--- src/common/timer_consts.svh ---
// Purpose: offsets, field positions, reset values and limits of the timer
// Assumes: word aligned APB registers, byte offsets below
// Notes: definitions only
`ifndef TIMER_CONSTS_SVH
`define TIMER_CONSTS_SVH

`define OFS_CTL 8'h00
`define OFS_CLK 8'h04
`define OFS_TC 8'h08
`define OFS_CCCTL 8'h0C
`define OFS_CCA 8'h10
`define OFS_CCB 8'h14
`define OFS_FLAGS 8'h18
`define OFS_IEN 8'h1C

`define CTL_RUN 0
`define CTL_CLEAR 1
`define CTL_MODE 2
`define CTL_BUFEN 3
`define CTL_HALF 4

`define CLK_SRC_LSB 0
`define CLK_DIV_LSB 4
`define CLK_GATE 8

`define CC_A_MODE 0
`define CC_B_MODE 1
`define CC_TRG_A_LSB 4
`define CC_TRG_B_LSB 6
`define CC_OUT_A_LSB 8
`define CC_OUT_B_LSB 10

`define FLAG_CMP_A 0
`define FLAG_CMP_B 1
`define FLAG_CAP_A 2
`define FLAG_CAP_B 3
`define FLAG_OVW_A 4
`define FLAG_OVW_B 5

`define DIV_MAX_LS 4'h8
`define DIV_RESERVED 4'hF
`define TRG_RISE 0
`define TRG_FALL 1
`define STATE_RST '0

`endif

--- src/common/timer_pkg.sv ---
// Purpose: types of the compare/capture timer
// Assumes: constants come from timer_consts.svh
// Notes: the whole module state is one packed struct
package timer_pkg;

	typedef enum logic [1:0]
	{
		SRC_HS = 2'b00,
		SRC_LS = 2'b01,
		SRC_RSV = 2'b10,
		SRC_EXT = 2'b11
	} clk_src_t;

	typedef struct packed
	{
		logic [4:0] sy1;
		logic [4:0] sy2;
		logic [4:0] sy3;
		logic [13:0] div_cnt;
		logic run;
		logic count_mode;
		logic buf_en;
		logic half;
		logic [1:0] src;
		logic [3:0] div;
		logic gate;
		logic a_mode;
		logic b_mode;
		logic [1:0] trg_a;
		logic [1:0] trg_b;
		logic [1:0] out_a;
		logic [1:0] out_b;
		logic [15:0] cca;
		logic [15:0] ccb;
		logic [15:0] bufa;
		logic [15:0] bufb;
		logic [15:0] tc;
		logic [16:0] dual;
		logic [5:0] flags;
		logic [5:0] ien;
		logic cmp_a_p;
		logic cmp_b_p;
		logic [31:0] prdata;
		logic pslverr;
	} timer_state_t;

endpackage

--- src/design/pwm_compare_capture_timer.sv ---
// Purpose: one channel of a 16-bit up counter with two compare/capture regs
// Assumes: oscillator, external clock and trigger pins are asynchronous
// Notes: APB slave with zero wait states; waveform shaping lives outside
// Summary of operation
// - source code 3 external pin, 1 low-speed, 0 high-speed, 2 reserved
// - internal divider code n below 15 divides by 2^n, code 15 stops the count; low-speed capped at 1/256
// - clock gate bit resets to 0 and blocks the count clock
// - each compare/capture register has a mode bit, 0 compare, 1 capture
// - counter equal to compare A pulses compare A and sets its flag
// - counter equal to compare B pulses, sets flag, clears counter
// - compare event for value V comes V+1 count clocks after zero
// - buffer enable compares against copies loaded on compare B
// - edge select 3 both, 2 falling, 1 rising, 0 off
// - selected edge while running captures counter, sets capture flag
// - capture with flag still set overwrites and sets overwrite flag
// - edge selection has no effect in comparator mode
// - a register in capture mode produces no compare signal
// - mode 0 repeats, counter wraps through zero and keeps running
// - mode 1 one-shot stops counter when compare B occurs
// - half clock bit matches compare A against a dual-edge counter
// - dual-edge counter is not readable
// - run 1 starts counting, run 0 holds the counter value
// - clear bit zeroes counter; run and clear together start from zero
`timescale 1ns/1ps
`default_nettype none
`include "timer_consts.svh"

module pwm_compare_capture_timer
	import timer_pkg::*;
(
	input wire logic clk,
	input wire logic reset_n,
	input wire logic psel,
	input wire logic penable,
	input wire logic pwrite,
	input wire logic [7:0] paddr,
	input wire logic [31:0] pwdata,
	output logic [31:0] prdata,
	output logic pready,
	output logic pslverr,
	input wire logic high_speed_osc,
	input wire logic low_speed_osc,
	input wire logic ext_count_clock_pin,
	input wire logic trigger_a_pin,
	input wire logic trigger_b_pin,
	output logic compare_a,
	output logic compare_b,
	output logic [1:0] output_a_mode,
	output logic [1:0] output_b_mode,
	output logic irq_request
);

	timer_state_t s_r;
	timer_state_t s_nxt;
	logic [4:0] rise;
	logic [4:0] fall;
	logic [3:0] dn;
	logic [13:0] mask;
	logic [13:0] hmask;
	logic srise;
	logic sfall;
	logic internal;
	logic full;
	logic half_ev;
	logic tick;
	logic htick;
	logic [15:0] cmpa_v;
	logic [15:0] cmpb_v;
	logic ev_a;
	logic ev_b;
	logic cap_a;
	logic cap_b;
	logic wr;
	logic clr_wr;
	logic [5:0] set_f;
	logic [31:0] rdata;
	logic hit;

	assign pready = 1'b1;
	assign prdata = s_r.prdata;
	assign pslverr = s_r.pslverr;
	assign compare_a = s_r.cmp_a_p;
	assign compare_b = s_r.cmp_b_p;
	assign output_a_mode = s_r.out_a;
	assign output_b_mode = s_r.out_b;
	assign irq_request = |(s_r.flags & s_r.ien);

	always_comb
	begin
		s_nxt = s_r;
		// pins pass two flops; sy3 only feeds edge detection
		s_nxt.sy1 = {trigger_b_pin, trigger_a_pin, ext_count_clock_pin,
			low_speed_osc, high_speed_osc};
		s_nxt.sy2 = s_r.sy1;
		s_nxt.sy3 = s_r.sy2;
		rise = s_r.sy2 & ~s_r.sy3;
		fall = ~s_r.sy2 & s_r.sy3;

		// low-speed codes above 1/256 are clamped rather than left undefined
		dn = s_r.div;
		if (s_r.src == SRC_LS && dn > `DIV_MAX_LS)
			dn = `DIV_MAX_LS;
		mask = 14'((15'h0001 << dn) - 15'h0001);
		hmask = mask >> 1;

		srise = 1'b0;
		sfall = 1'b0;
		internal = 1'b0;
		case (clk_src_t'(s_r.src))
			SRC_HS:
			begin
				srise = rise[0];
				sfall = fall[0];
				internal = 1'b1;
			end
			SRC_LS:
			begin
				srise = rise[1];
				sfall = fall[1];
				internal = 1'b1;
			end
			SRC_EXT:
			begin
				srise = rise[2];
				sfall = fall[2];
			end
			default:
			begin
				srise = 1'b0;
				sfall = 1'b0;
			end
		endcase

		// half_ev marks both edges of the divided count clock
		if (internal)
		begin
			full = (s_r.div != `DIV_RESERVED) && srise &&
				(&(s_r.div_cnt | ~mask));
			if (dn == 4'h0)
				half_ev = (s_r.div != `DIV_RESERVED) && (srise || sfall);
			else
				half_ev = (s_r.div != `DIV_RESERVED) && srise &&
					(&(s_r.div_cnt | ~hmask));
			if (srise)
				s_nxt.div_cnt = s_r.div_cnt + 14'h0001;
		end
		else
		begin
			full = srise;
			half_ev = srise || sfall;
		end

		tick = s_r.gate && s_r.run && full;
		htick = s_r.gate && s_r.run && half_ev;

		cmpa_v = s_r.buf_en ? s_r.bufa : s_r.cca;
		cmpb_v = s_r.buf_en ? s_r.bufb : s_r.ccb;
		ev_b = tick && !s_r.b_mode && (s_r.tc == cmpb_v);
		if (s_r.half)
			ev_a = htick && !s_r.a_mode &&
				(s_r.dual == {1'b0, cmpa_v});
		else
			ev_a = tick && !s_r.a_mode && (s_r.tc == cmpa_v);
		s_nxt.cmp_a_p = ev_a;
		s_nxt.cmp_b_p = ev_b;

		// counter wraps naturally on overflow in repeat mode
		if (tick)
			s_nxt.tc = ev_b ? 16'h0000 : s_r.tc + 16'h0001;
		if (ev_b)
			s_nxt.dual = 17'h0_0000;
		else if (htick)
			s_nxt.dual = s_r.dual + 17'h0_0001;

		// with buffering off the copies follow so enabling starts clean
		if (!s_r.buf_en || ev_b)
		begin
			s_nxt.bufa = s_r.cca;
			s_nxt.bufb = s_r.ccb;
		end

		wr = psel && penable && pwrite;
		clr_wr = wr && paddr == `OFS_CTL && pwdata[`CTL_CLEAR];
		if (wr)
		begin
			case (paddr)
				`OFS_CTL:
				begin
					s_nxt.run = pwdata[`CTL_RUN];
					s_nxt.count_mode = pwdata[`CTL_MODE];
					s_nxt.buf_en = pwdata[`CTL_BUFEN];
					s_nxt.half = pwdata[`CTL_HALF];
				end
				`OFS_CLK:
				begin
					s_nxt.src = pwdata[`CLK_SRC_LSB +: 2];
					s_nxt.div = pwdata[`CLK_DIV_LSB +: 4];
					s_nxt.gate = pwdata[`CLK_GATE];
				end
				`OFS_CCCTL:
				begin
					s_nxt.a_mode = pwdata[`CC_A_MODE];
					s_nxt.b_mode = pwdata[`CC_B_MODE];
					s_nxt.trg_a = pwdata[`CC_TRG_A_LSB +: 2];
					s_nxt.trg_b = pwdata[`CC_TRG_B_LSB +: 2];
					s_nxt.out_a = pwdata[`CC_OUT_A_LSB +: 2];
					s_nxt.out_b = pwdata[`CC_OUT_B_LSB +: 2];
				end
				`OFS_CCA: s_nxt.cca = pwdata[15:0];
				`OFS_CCB: s_nxt.ccb = pwdata[15:0];
				`OFS_IEN: s_nxt.ien = pwdata[5:0];
				default: s_nxt.ien = s_r.ien;
			endcase
		end
		if (clr_wr)
		begin
			s_nxt.tc = 16'h0000;
			s_nxt.dual = 17'h0_0000;
		end
		if (ev_b && s_r.count_mode)
			s_nxt.run = 1'b0;

		cap_a = s_r.a_mode && s_r.run &&
			((s_r.trg_a[`TRG_RISE] && rise[3]) ||
			(s_r.trg_a[`TRG_FALL] && fall[3]));
		cap_b = s_r.b_mode && s_r.run &&
			((s_r.trg_b[`TRG_RISE] && rise[4]) ||
			(s_r.trg_b[`TRG_FALL] && fall[4]));
		if (cap_a)
			s_nxt.cca = s_r.tc;
		if (cap_b)
			s_nxt.ccb = s_r.tc;

		set_f = {cap_b && s_r.flags[`FLAG_CAP_B],
			cap_a && s_r.flags[`FLAG_CAP_A], cap_b, cap_a, ev_b, ev_a};
		// a hardware set in the same cycle as a write-one clear wins
		if (wr && paddr == `OFS_FLAGS)
			s_nxt.flags = (s_r.flags & ~pwdata[5:0]) | set_f;
		else
			s_nxt.flags = s_r.flags | set_f;

		hit = 1'b1;
		rdata = 32'h0000_0000;
		case (paddr)
			`OFS_CTL: rdata[4:0] = {s_r.half, s_r.buf_en, s_r.count_mode,
				1'b0, s_r.run};
			`OFS_CLK: rdata[8:0] = {s_r.gate, s_r.div, 2'b00, s_r.src};
			`OFS_TC: rdata[15:0] = s_r.tc;
			`OFS_CCCTL: rdata[11:0] = {s_r.out_b, s_r.out_a, s_r.trg_b,
				s_r.trg_a, 2'b00, s_r.b_mode, s_r.a_mode};
			`OFS_CCA: rdata[15:0] = s_r.cca;
			`OFS_CCB: rdata[15:0] = s_r.ccb;
			`OFS_FLAGS: rdata[5:0] = s_r.flags;
			`OFS_IEN: rdata[5:0] = s_r.ien;
			default: hit = 1'b0;
		endcase
		if (psel && !penable)
		begin
			s_nxt.prdata = pwrite ? 32'h0000_0000 : rdata;
			s_nxt.pslverr = !hit;
		end
	end

	always_ff @(posedge clk or negedge reset_n)
	begin
		if (!reset_n)
			s_r <= `STATE_RST;
		else
			s_r <= s_nxt;
	end

	a_gate_blocks: assert property (@(posedge clk) disable iff (!reset_n)
		!s_r.gate && !clr_wr |=> $stable(s_r.tc))
		else $error("counter moved with clock gate closed");

	a_stop_holds: assert property (@(posedge clk) disable iff (!reset_n)
		!s_r.run && !clr_wr |=> $stable(s_r.tc))
		else $error("counter moved while stopped");

	a_reserved_src: assert property (@(posedge clk) disable iff (!reset_n)
		s_r.src == SRC_RSV && !clr_wr |=> $stable(s_r.tc))
		else $error("reserved source advanced the counter");

	a_clear_zero: assert property (@(posedge clk) disable iff (!reset_n)
		clr_wr |=> s_r.tc == 16'h0000 && s_r.dual == 17'h0_0000)
		else $error("clear write did not zero the counter");

	a_cmpb_effects: assert property (@(posedge clk) disable iff (!reset_n)
		s_r.cmp_b_p |-> s_r.tc == 16'h0000 && s_r.flags[`FLAG_CMP_B])
		else $error("compare B without counter clear or flag");

	a_oneshot_stop: assert property (@(posedge clk) disable iff (!reset_n)
		s_r.cmp_b_p && $past(s_r.count_mode) |-> !s_r.run)
		else $error("one-shot counter kept running");

	a_capture_quiet: assert property (@(posedge clk) disable iff (!reset_n)
		$past(s_r.a_mode) |-> !s_r.cmp_a_p)
		else $error("compare A from a register in capture mode");

	a_capture_load: assert property (@(posedge clk) disable iff (!reset_n)
		cap_a |=> s_r.cca == $past(s_r.tc) && s_r.flags[`FLAG_CAP_A])
		else $error("capture A did not load the counter");

	a_overwrite_flag: assert property (@(posedge clk) disable iff (!reset_n)
		cap_b && s_r.flags[`FLAG_CAP_B] |=> s_r.flags[`FLAG_OVW_B])
		else $error("overwrite of capture B not flagged");

	a_compare_no_cap: assert property (@(posedge clk) disable iff (!reset_n)
		!s_r.b_mode && !(wr && paddr == `OFS_CCB) |=> $stable(s_r.ccb))
		else $error("comparator register changed by a trigger");

endmodule
`default_nettype wire

--- config.mk ---
export PLATFORM = sky130hd
export DESIGN_NAME = pwm_compare_capture_timer
export DESIGN_NICKNAME = d
export VERILOG_FILES = /design/src/common/timer_pkg.sv /design/src/design/pwm_compare_capture_timer.sv
export VERILOG_INCLUDE_DIRS = /design/src /design/src/common
export SDC_FILE = /design/constraint.sdc
export NUM_CORES = 1
export LEC_CHECK = 0
export BUFFER_PORTS_ARGS = -buffer_cell sky130_fd_sc_hd__buf_2
export CORE_MARGIN = 5
export CORE_UTILIZATION = 38
export CTS_BUF_LIST = sky130_fd_sc_hd__clkbuf_16
export DETAILED_ROUTE_END_ITERATION = 16
export GPL_TIMING_DRIVEN = 1
export HOLD_SLACK_MARGIN = 0.05
export PLACE_DENSITY_LB_ADDON = 0.1
export SLEW_MARGIN = 30
export SYNTH_ARGS = -nofsm -noshare
export SYNTH_HDL_FRONTEND = slang
export SYNTH_SLANG_ARGS = --single-unit
--- constraint.sdc ---
create_clock -name clk -period 3.8 [get_ports clk]
set_input_delay 0.57 -clock clk [delete_from_list [all_inputs] [get_ports clk]]
set_output_delay 0.57 -clock clk [all_outputs]
set_load 0.02 [all_outputs]
==> results of run 1 <==
==> per-layer routing <==
metal | up-vias | routed length, um
met2 | 172 | 12220
met1 | 3720 | 13630
li1 | 3459 | -
met4 | 0 | 380
met3 | 19 | 1210
met5 | - | 0
==> area by class of cell <==
class	count	area, sq um	share of cell area
clock buffer	17	425.4	0.03896
clock inverter	15	166.4	0.01524
inverter	14	52.55	0.004813
multi-input combinational	689	4833	0.4427
sequential	178	4456	0.4080
tap	335	419.2	0.03839
timing repair buffer	85	566.8	0.05191
==> sequential cells by signal, summed over array words and instances, names as in the netlist <==
signal and cells:
compare_b 1, output_a_mode 2, prdata 16, pslverr 1
output_b_mode 2, s_nxt 10, compare_a 1, s_r 145
==> power by group through the flow <==
| stage | clock (uW) | combinational [uW] | sequential (uW) |
|---|---|---|---|
| final | 1820 | 259 | 2020 |
| after global routing | 1930 | 290 | 2030 |
| after CTS | 1860 | 264 | 2020 |
| after detailed placement | 0 | 264 | 2060 |
| after global placement | 0 | 262 | 2060 |
| after floorplan | 0 | 171 | 2030 |
==> worst register-to-register path, delay by kind of cell (launching register included) <==
kind                       cells  cell delay (ps)
AOI/OAI and AO/OA              5             1100
and+or+nand+nor                3             1020
DFF                            1              380
muxes                          1              360
buffers and inverters          2              340
adders and majority gates      1              250
==> logic make-up (layout without fill, tap and decap cells) <==
logic type	after synthesis	after routing	share of synthesized area
AND/OR/NAND/NOR	290	290	0.1477
flip-flops	178	178	0.4502
AO/OA/AOI/OAI	177	177	0.1224
multiplexers	133	133	0.1461
buffers and inverters	117	131	0.06753
XOR/XNOR	68	68	0.06020
adder cells (fa/ha/maj)	4	4	0.005059
other	2	17	0.0007591
==> worst max-delay path by stage <==
stage	endpoint	slack, ps	cells past startpoint
5_1_grt	s_r[96]	10	12
3_3_place_gp	s_r[98]	270	12
4_1_cts	s_r[96]	200	12
6_report	s_r[96]	220	12
3_5_place_dp	s_r[96]	230	12
2_1_floorplan	s_r[81]	600	13
==> cells in the final DEF (no fill, tap or decap), types with 6 or more instances in the layout <==
| cell | netlist | routed |
|---|---|---|
| nor3_1 | 15 | 15 |
| or3_1 | 15 | 15 |
| a21oi_1 | 22 | 22 |
| o211ai_1 | 13 | 13 |
| mux2_2 | 57 | 57 |
| a22o_1 | 6 | 6 |
| buf_4 | 38 | 23 |
| dfrtp_1 | 178 | 177 |
| a22oi_1 | 6 | 6 |
| nor2_1 | 39 | 39 |
| and3_1 | 15 | 15 |
| clkbuf_16 | 0 | 17 |
| nand2_1 | 98 | 98 |
| a221oi_1 | 9 | 9 |
| xor2_1 | 35 | 35 |
| conb_1 | 2 | 17 |
| inv_1 | 14 | 14 |
| nand4_1 | 16 | 16 |
| buf_2 | 15 | 56 |
| a222oi_1 | 7 | 7 |
| nand3_1 | 40 | 40 |
| o21ai_0 | 68 | 68 |
| nand2b_1 | 7 | 7 |
| xnor2_1 | 33 | 33 |
| nor4_1 | 7 | 7 |
| mux2i_1 | 69 | 69 |
| and2_1 | 11 | 11 |
==> metrics by stage <==
step / cells / util
final: 1333 / 0.4226
after global routing: 1333 / 0.4226
after CTS: 1333 / 0.4226
after detailed placement: 1301 / 0.3997
after global placement: 1301 / 0.3997
after floorplan: 984 / -
==> run_results.csv, run 1 <==
group,metric,value,unit
status,status,"complete, no violations",
power_and_ir_drop,vdd.ir_drop.worst,0.0002587,V
sta,setup_viol,0,
cts,clk_pin_slew,80,ps
critical_path,r2r_slack,220,ps
sta,min_period,3577,ps
floorplan,io_pins,91,
placed_design,dp_hpwl,19340,um
worst_hold_path,hp-class,"in2async",
critical_path,cp_max_fo,12,
placed_design,placed_area,10330,sq um
finish,syn_to_final_growth,10.37,%
finish,finalInstanceArea,10920,sq um
synthesis,yosysTopAreaCellShare,0.4502,
synthesis,yosysMostFrequentCell,"dfrtp_1",
critical_path,cp_num_buf_inv,2,
critical_path,r2r_end,"s_r[96]",
cts,post_cts_resized,0,
cts,cts_hold_buf,0,
cts,cts-root-buf,"clkbuf_16",
sta,setup_slack,223.4,ps
synthesis,synth_edf_count,0,
synthesis,synth_area,9893,sq um
global_route,grt_util_met3,0.03287,
power_and_ir_drop,p_leak,0.004605,uW
detailed_routing,routed_wl,27450,um
critical_path,cp-startpoint,"s_r[156]",
power_and_ir_drop,power_per_cell_area,375.5,nW/um^2
global_route,antenna_found_initial,0,
placed_design,gp_congestion,0.8484,
detailed_routing,drcViolationCount,0,
global_route,first_global_vias,7217,
finish,drive_gt1_frac,0.1924,
cts,cts_buffer_depth,2,
synthesis,yosys-top-cells-area,"dfrtp_1 (45%), mux2i_1 (7.0%), mux2_2 (6.5%), nand2_1 (3.7%), o21ai_0 (3.4%)",
global_route,use_met1,0.2869,
synthesis,ys.warnings.count,0,
detailed_routing,wl_per_cell,20.59,um
synthesis,synth_flop_cell,"dfrtp_1",
placed_design,place_ws,227.8,ps
critical_path,start_kind,"flop",
critical_path,reg2regPathDepth,12,
sta,grt_setup_unrepaired,"no",
sta,max_slew_margin,0.4696,
global_route,grt_pass1_wl,42970,um
detailed_routing,dr.pass1.iters,5,
cts,cts.sinks,178,
synthesis,synth-seq-cells,178,
sta,finalHoldViolCount,0,
floorplan,dieArea,29360,sq um
critical_path,arrival,3890,ps
synthesis,synth_seq_area_share,0.4502,
critical_path,cp_top_family,"compound AO/OA/AOI/OAI gates",
synthesis,syn_area_per_cell,10.21,sq um
global_route,grt.busiest_layer,"met2",
finish,num_antenna_cells,0,
detailed_routing,initialDrtViolationCount,571,
power_and_ir_drop,seqPwrFrac,0.493,
cts,cts.htree.levels,4,
floorplan,die_w,171.4,um
critical_path,required,4120,ps
floorplan,rows,59,
critical_path,path_cells,"or3_1, nor2_1, inv_1, ha_1, o21a_1, o211a_1, o311a_1, nor4_1, a32oi_2, o21ai_4, buf_4, mux2_2",
floorplan,fp.coreArea,25840,sq um
global_route,grt-ovfl-total,0,
critical_path,crit_path_end_kind,"flop",
cts,clkLatencyLatePin,440,ps
detailed_routing,via_per_inst,5.529,
detailed_routing,drtAntennaViolNets,0,
power_and_ir_drop,p_int,2985,uW
floorplan,die_h,171.4,um
finish,fillers,2535,
critical_path,r2r-start,"s_r[156]",
synthesis,synth_top_cell_by_area,"dfrtp_1",
placed_design,io_buffers,57,
synthesis,syn_inst,969,
cts,cts_inserted_buffers,17,
power_and_ir_drop,p_switching,1115,uW
sta,hold_slack,136.6,ps
power_and_ir_drop,p_comb_frac,0.063,
sta,setup-tns-final,0,ps
sta,final-max-slew-violation-count,0,
sta,period_share,0.9412,
critical_path,cpPeakStageDelay,430,ps
synthesis,ys_top_cells_by_count,"dfrtp_1 (178), nand2_1 (98), mux2i_1 (69)",
synthesis,synth_cell_type_count,69,
power_and_ir_drop,total_power,4100,uW
sta,tightest_slew,795.6,ps
critical_path,setup.worst_path.class,"reg2reg",
cts,cts_tree,"done",
global_route,grt_max_degree,80,
finish,final_nets,1039,
sta,fin_skew,14.30,ps
floorplan,initial_core_util,0.3829,
synthesis,synthArstFlopShare,1.000,
critical_path,crit_slowest_cell,"or3_1",
job,max_cap_violations,0,
power_and_ir_drop,switching_share,0.2719,
global_route,grt_usage,0.1903,
sta,max_freq,0.2796,GHz
power_and_ir_drop,clkPwrFrac,0.444,
detailed_routing,vias,7370,
global_route,gr-usage-met2,0.2872,
cts,post-cts-setup-buffers,0,
(Power assumes the default switching activity.)
==> inputs of run 2 (changes only) <==
CORE_UTILIZATION = 33   (was 38)
==> run 2 against run 1 <==
Cell count grew 4.4%. Non-clock buffer count grew 4. Clock skew up 4.4 ps. Critical path depth is the same. Cell area up 0.89%. Worst setup slack better by 71 ps. Sequential share of layout area shrank 0.36 points.
==> run_results.csv, run 2 (synthesis results as in run 1) <==
group,metric,value,unit
critical_path,start_kind,"flop",
finish,multi_input_area,4840,sq um
job,max_cap_violations,0,
sta,fin_skew,18.74,ps
floorplan,initial_core_util,0.3338,
finish,drive_gt1_frac,0.1966,
power_and_ir_drop,power_per_cell_area,375.1,nW/um^2
floorplan,io_pins,91,
cts,clkLatencyLatePin,440,ps
global_route,grt_pass1_wl,43840,um
finish,largest_reg_flops,145,
cts,cts.htree.levels,4,
status,status,"complete, no violations",
power_and_ir_drop,total_power,4132,uW
detailed_routing,dr.pass1.iters,5,
sta,final-max-slew-violation-count,0,
critical_path,r2r-start,"s_r[155]",
finish,final_nets,1043,
finish,regArea,4456,sq um
finish,instances_no_fill,1392,
finish,syn_to_final_growth,11.36,%
floorplan,rows,63,
finish,mostFrequentLayoutCells,"dfrtp_1 (177), nand2_1 (98), mux2i_1 (69)",
detailed_routing,initialDrtViolationCount,536,
sta,max_freq,0.2853,GHz
power_and_ir_drop,p_comb_frac,0.063,
sta,max_slew_margin,0.4517,
critical_path,arrival,3830,ps
cts,cts.sinks,178,
finish,fillers,3007,
critical_path,setup.worst_path.class,"reg2reg",
global_route,grt_max_degree,94,
critical_path,r2r_end,"s_r[100]",
cts,cts_inserted_buffers,17,
critical_path,crit_path_end_kind,"flop",
placed_design,dp_cells,1360,
floorplan,dieArea,33540,sq um
worst_hold_path,hp-class,"in2async",
placed_design,placed_area,10400,sq um
floorplan,die_h,183.1,um
power_and_ir_drop,p_leak,0.004629,uW
global_route,first_global_vias,7151,
sta,grt_setup_unrepaired,"no",
sta,finalHoldViolCount,0,
detailed_routing,drcViolationCount,0,
cts,cts-root-buf,"clkbuf_16",
power_and_ir_drop,p_int,2997,uW
detailed_routing,via_per_inst,5.246,
global_route,grt-ovfl-total,0,
detailed_routing,drtAntennaViolNets,0,
power_and_ir_drop,clkPwrFrac,0.448,
finish,final_common_cell,"dfrtp_1",
sta,setup_viol,0,
sta,setup-tns-final,0,ps
floorplan,fp.coreArea,29640,sq um
critical_path,cp_max_fo,10,
power_and_ir_drop,vdd.ir_drop.worst,0.0002942,V
critical_path,required,4130,ps
finish,largest_register,"s_r",
cts,cts_tree,"done",
cts,clk_pin_slew,80,ps
global_route,antenna_found_initial,0,
critical_path,r2r_slack,290,ps
cts,post-cts-setup-buffers,0,
placed_design,gp_congestion,0.8045,
global_route,grt_usage,0.1694,
sta,period_share,0.9225,
sta,tightest_slew,822.5,ps
finish,final_core_util,0.3717,
detailed_routing,vias,7302,
power_and_ir_drop,switching_share,0.2747,
cts,cts_buffer_depth,2,
detailed_routing,wl_per_cell,20.34,um
placed_design,dp_hpwl,20400,um
detailed_routing,routed_wl,28310,um
critical_path,reg2regPathDepth,12,
finish,finalInstanceArea,11020,sq um
finish,num_antenna_cells,0,
placed_design,io_buffers,57,
sta,min_period,3505,ps
floorplan,die_w,183.1,um
power_and_ir_drop,p_switching,1135,uW
power_and_ir_drop,seqPwrFrac,0.489,
==> run 2: metal layers <==
| layer | vias up | part of all wire | global-route usage |
|---|---|---|---|
| met4 | 0 | 0.012 | 0.04350 |
| met3 | 17 | 0.043 | 0.02618 |
| met5 | - | 0 | 0 |
| li1 | 3477 | - | - |
| met1 | 3655 | 0.50 | 0.2515 |
| met2 | 153 | 0.44 | 0.2592 |
==> run 2: worst max-delay path by stage <==
stage               end  slack [ps]  cells after the start     start
2_1_floorplan   s_r[81]         600                     13  s_r[156]
5_1_grt        s_r[100]         100                     12  s_r[155]
6_report       s_r[100]         290                     12  s_r[155]
3_5_place_dp   s_r[100]         190                     12  s_r[156]
3_3_place_gp   s_r[100]         230                     12  s_r[156]
4_1_cts        s_r[100]         170                     12  s_r[155]
==> run 2: area by class of cell <==
cell class	count	area share
multi-input combinational	689	0.4393
sequential	178	0.4044
timing repair buffer	89	0.05190
tap	390	0.04429
clock buffer	17	0.03861
clock inverter	15	0.01670
inverter	14	0.004770
==> run 2: what timing repair did <==
item                                    4_1_cts  5_1_grt
endpoints found under the setup margin        0       28
resized for setup                             0        1
hold buffers                                  0        0
==> run 2: power groups by stage <==
stage,clock (uW),combinational (uW),sequential [uW]
6_report,1850,259,2020
5_1_grt,1980,291,2030
4_1_cts,1900,264,2020
3_5_place_dp,0,264,2060
3_3_place_gp,0,264,2060
2_1_floorplan,0,171,2030
==> run 2: metrics by stage <==
stage	setup WS (ps)	hold WS, ps
5_1_grt	98.02	216.4
3_5_place_dp	185.9	336.4
2_1_floorplan	596.0	274.4
3_3_place_gp	225.8	334.3
4_1_cts	172.8	220.4
6_report	294.5	208.7
==> run 2: worst max-delay path, stage by stage (launching register included) <==
cell	delay, ps
dfrtp_1	390
or3_1	410
nor2_1	190
inv_1	90
ha_1	280
o21a_1	150
o211a_1	220
o311a_1	360
nor4_2	310
a32oi_2	160
o21ai_4	230
buf_4	240
mux2_2	350
==> inputs of run 3 (changes only) <==
CORE_ASPECT_RATIO = 1.25   (was default)
PLACE_DENSITY_LB_ADDON = default   (was 0.1)
clock period = 4 ns   (was 3.8 ns; I/O delays follow)
==> run 3 against run 2 <==
Critical endpoint is now s_r[107]. Hold slack better by 50 ps. Sequential power decreased by 5%. First-iteration DRC count up 21%. Cell area decreased by 0.47%. Critical path depth down 1. Highest routed layer is now met5.
==> run_results.csv, run 3 (synthesis results as in run 1) <==
group,metric,value,unit
status,status,"complete, no violations",
global_route,grt_max_degree,100,
sta,max_freq,0.2800,GHz
finish,fillers,2968,
finish,num_antenna_cells,0,
cts,cts.sinks,178,
finish,regArea,4456,sq um
worst_hold_path,hp-class,"in2async",
sta,finalHoldViolCount,0,
finish,final_common_cell,"dfrtp_1",
job,max_cap_violations,0,
floorplan,io_pins,91,
sta,max_slew_margin,0.3617,
cts,post-cts-setup-buffers,0,
finish,largest_reg_flops,145,
critical_path,setup.worst_path.class,"reg2reg",
cts,cts_hold_buf,0,
critical_path,crit_path_end_kind,"flop",
sta,final-max-slew-violation-count,0,
cts,cts-root-buf,"clkbuf_16",
cts,cts_buffer_depth,2,
sta,grt_setup_unrepaired,"no",
floorplan,dieArea,33560,sq um
finish,drive_gt1_frac,0.1869,
detailed_routing,drtAntennaViolNets,0,
detailed_routing,routed_wl,26600,um
sta,setup_slack,428.8,ps
global_route,grt-ovfl-total,0,
finish,mostFrequentLayoutCells,"dfrtp_1 (177), nand2_1 (98), mux2i_1 (69)",
finish,syn_to_final_growth,10.84,%
global_route,grt_usage,0.1639,
power_and_ir_drop,switching_share,0.2403,
sta,tightest_slew,957.4,ps
power_and_ir_drop,p_switching,943.7,uW
detailed_routing,vias,7406,
critical_path,start_kind,"flop",
global_route,antenna_found_initial,1,
sta,setup_viol,0,
sta,fin_skew,10.81,ps
cts,clkLatencyLatePin,450,ps
floorplan,initial_core_util,0.3314,
cts,cts_tree,"done",
critical_path,required,4330,ps
sta,period_share,0.8928,
power_and_ir_drop,p_int,2983,uW
detailed_routing,drcViolationCount,0,
power_and_ir_drop,power_per_cell_area,358.1,nW/um^2
power_and_ir_drop,p_comb_frac,0.061,
critical_path,cp_max_fo,18,
placed_design,dp_hpwl,19100,um
floorplan,fp.coreArea,29850,sq um
placed_design,place_ws,476.4,ps
sta,min_period,3571,ps
critical_path,arrival,3900,ps
finish,final_nets,1036,
detailed_routing,dr.pass1.iters,5,
detailed_routing,initialDrtViolationCount,647,
finish,largest_register,"s_r",
power_and_ir_drop,p_leak,0.004576,uW
finish,multi_input_area,4833,sq um
detailed_routing,via_per_inst,5.305,
detailed_routing,wl_per_cell,19.05,um
placed_design,gp_congestion,0.8985,
floorplan,die_h,203.6,um
cts,clk_pin_slew,70,ps
finish,final_core_util,0.3674,
sta,setup-tns-final,0,ps
cts,cts.htree.levels,4,
power_and_ir_drop,vdd.ir_drop.worst,0.0003146,V
cts,cts_inserted_buffers,17,
cts,post_cts_resized,0,
power_and_ir_drop,seqPwrFrac,0.490,
floorplan,die_w,164.9,um
global_route,grt_pass1_wl,42580,um
placed_design,io_buffers,57,
power_and_ir_drop,clkPwrFrac,0.449,
sta,hold_slack,258.4,ps
global_route,first_global_vias,7419,
floorplan,rows,71,
==> run 3: final timing paths <==
kind | startpoint | end | slack, ps | cells after the start
hold reg to reg | s_nxt[185] | s_nxt[180] | 350 | 0
min in group clk | low_speed_osc | s_nxt[185] | 260 | 1
max in group asynchronous | reset_n | s_r[162] | 2800 | 2
hold / removal | reset_n | s_r[171] | 260 | 1
setup / recovery | s_r[158] | s_r[107] | 430 | 11
setup reg to reg | s_r[158] | s_r[107] | 430 | 11
==> run 3: power groups by stage <==
stage,logic (uW),registers (uW),clock network (uW)
4_1_cts,246,1920,1800
3_5_place_dp,245,1960,0
6_report,241,1920,1760
2_1_floorplan,162,1930,0
5_1_grt,273,1930,1880
3_3_place_gp,241,1960,0
==> run 3: layer usage <==
layer | share of wire | track usage | vias to the layer above
li1 | - | - | 3461
met1 | 0.41 | 0.2077 | 3699
met4 | 0.022 | 0.04993 | 2
met5 | 0.00075 | 0 | -
met2 | 0.52 | 0.2833 | 199
met3 | 0.044 | 0.02971 | 45
==> run 3: cell type report <==
class / count / share of cell area
Timing Repair Buffer: 82 / 0.04621
Tap cell: 401 / 0.04576
Sequential cell: 178 / 0.4063
Clock buffer: 17 / 0.03880
Multi-Input combinational cell: 689 / 0.4408
Inverter: 14 / 0.004792
Clock inverter: 15 / 0.01734
==> run 3: worst max-delay path, stage by stage (launching register included) <==
cell and delay (ps):
dfrtp_1 520, nor3_1 440, nand2_1 110, ha_1 210
o21a_1 120, o211a_1 220, o311a_1 330, nor4_1 410
a32oi_2 190, o21ai_4 200, buf_4 300, mux2_2 380
==> run 3: metrics by stage <==
step                      std cells  cell area, sq um  total power [uW]
after floorplan                 984              9950              2092
after global placement         1364             10350              2197
after detailed placement       1364             10350              2201
after CTS                      1396             10960              3971
after global routing           1396             10970              4080
final                          1396             10970              3927
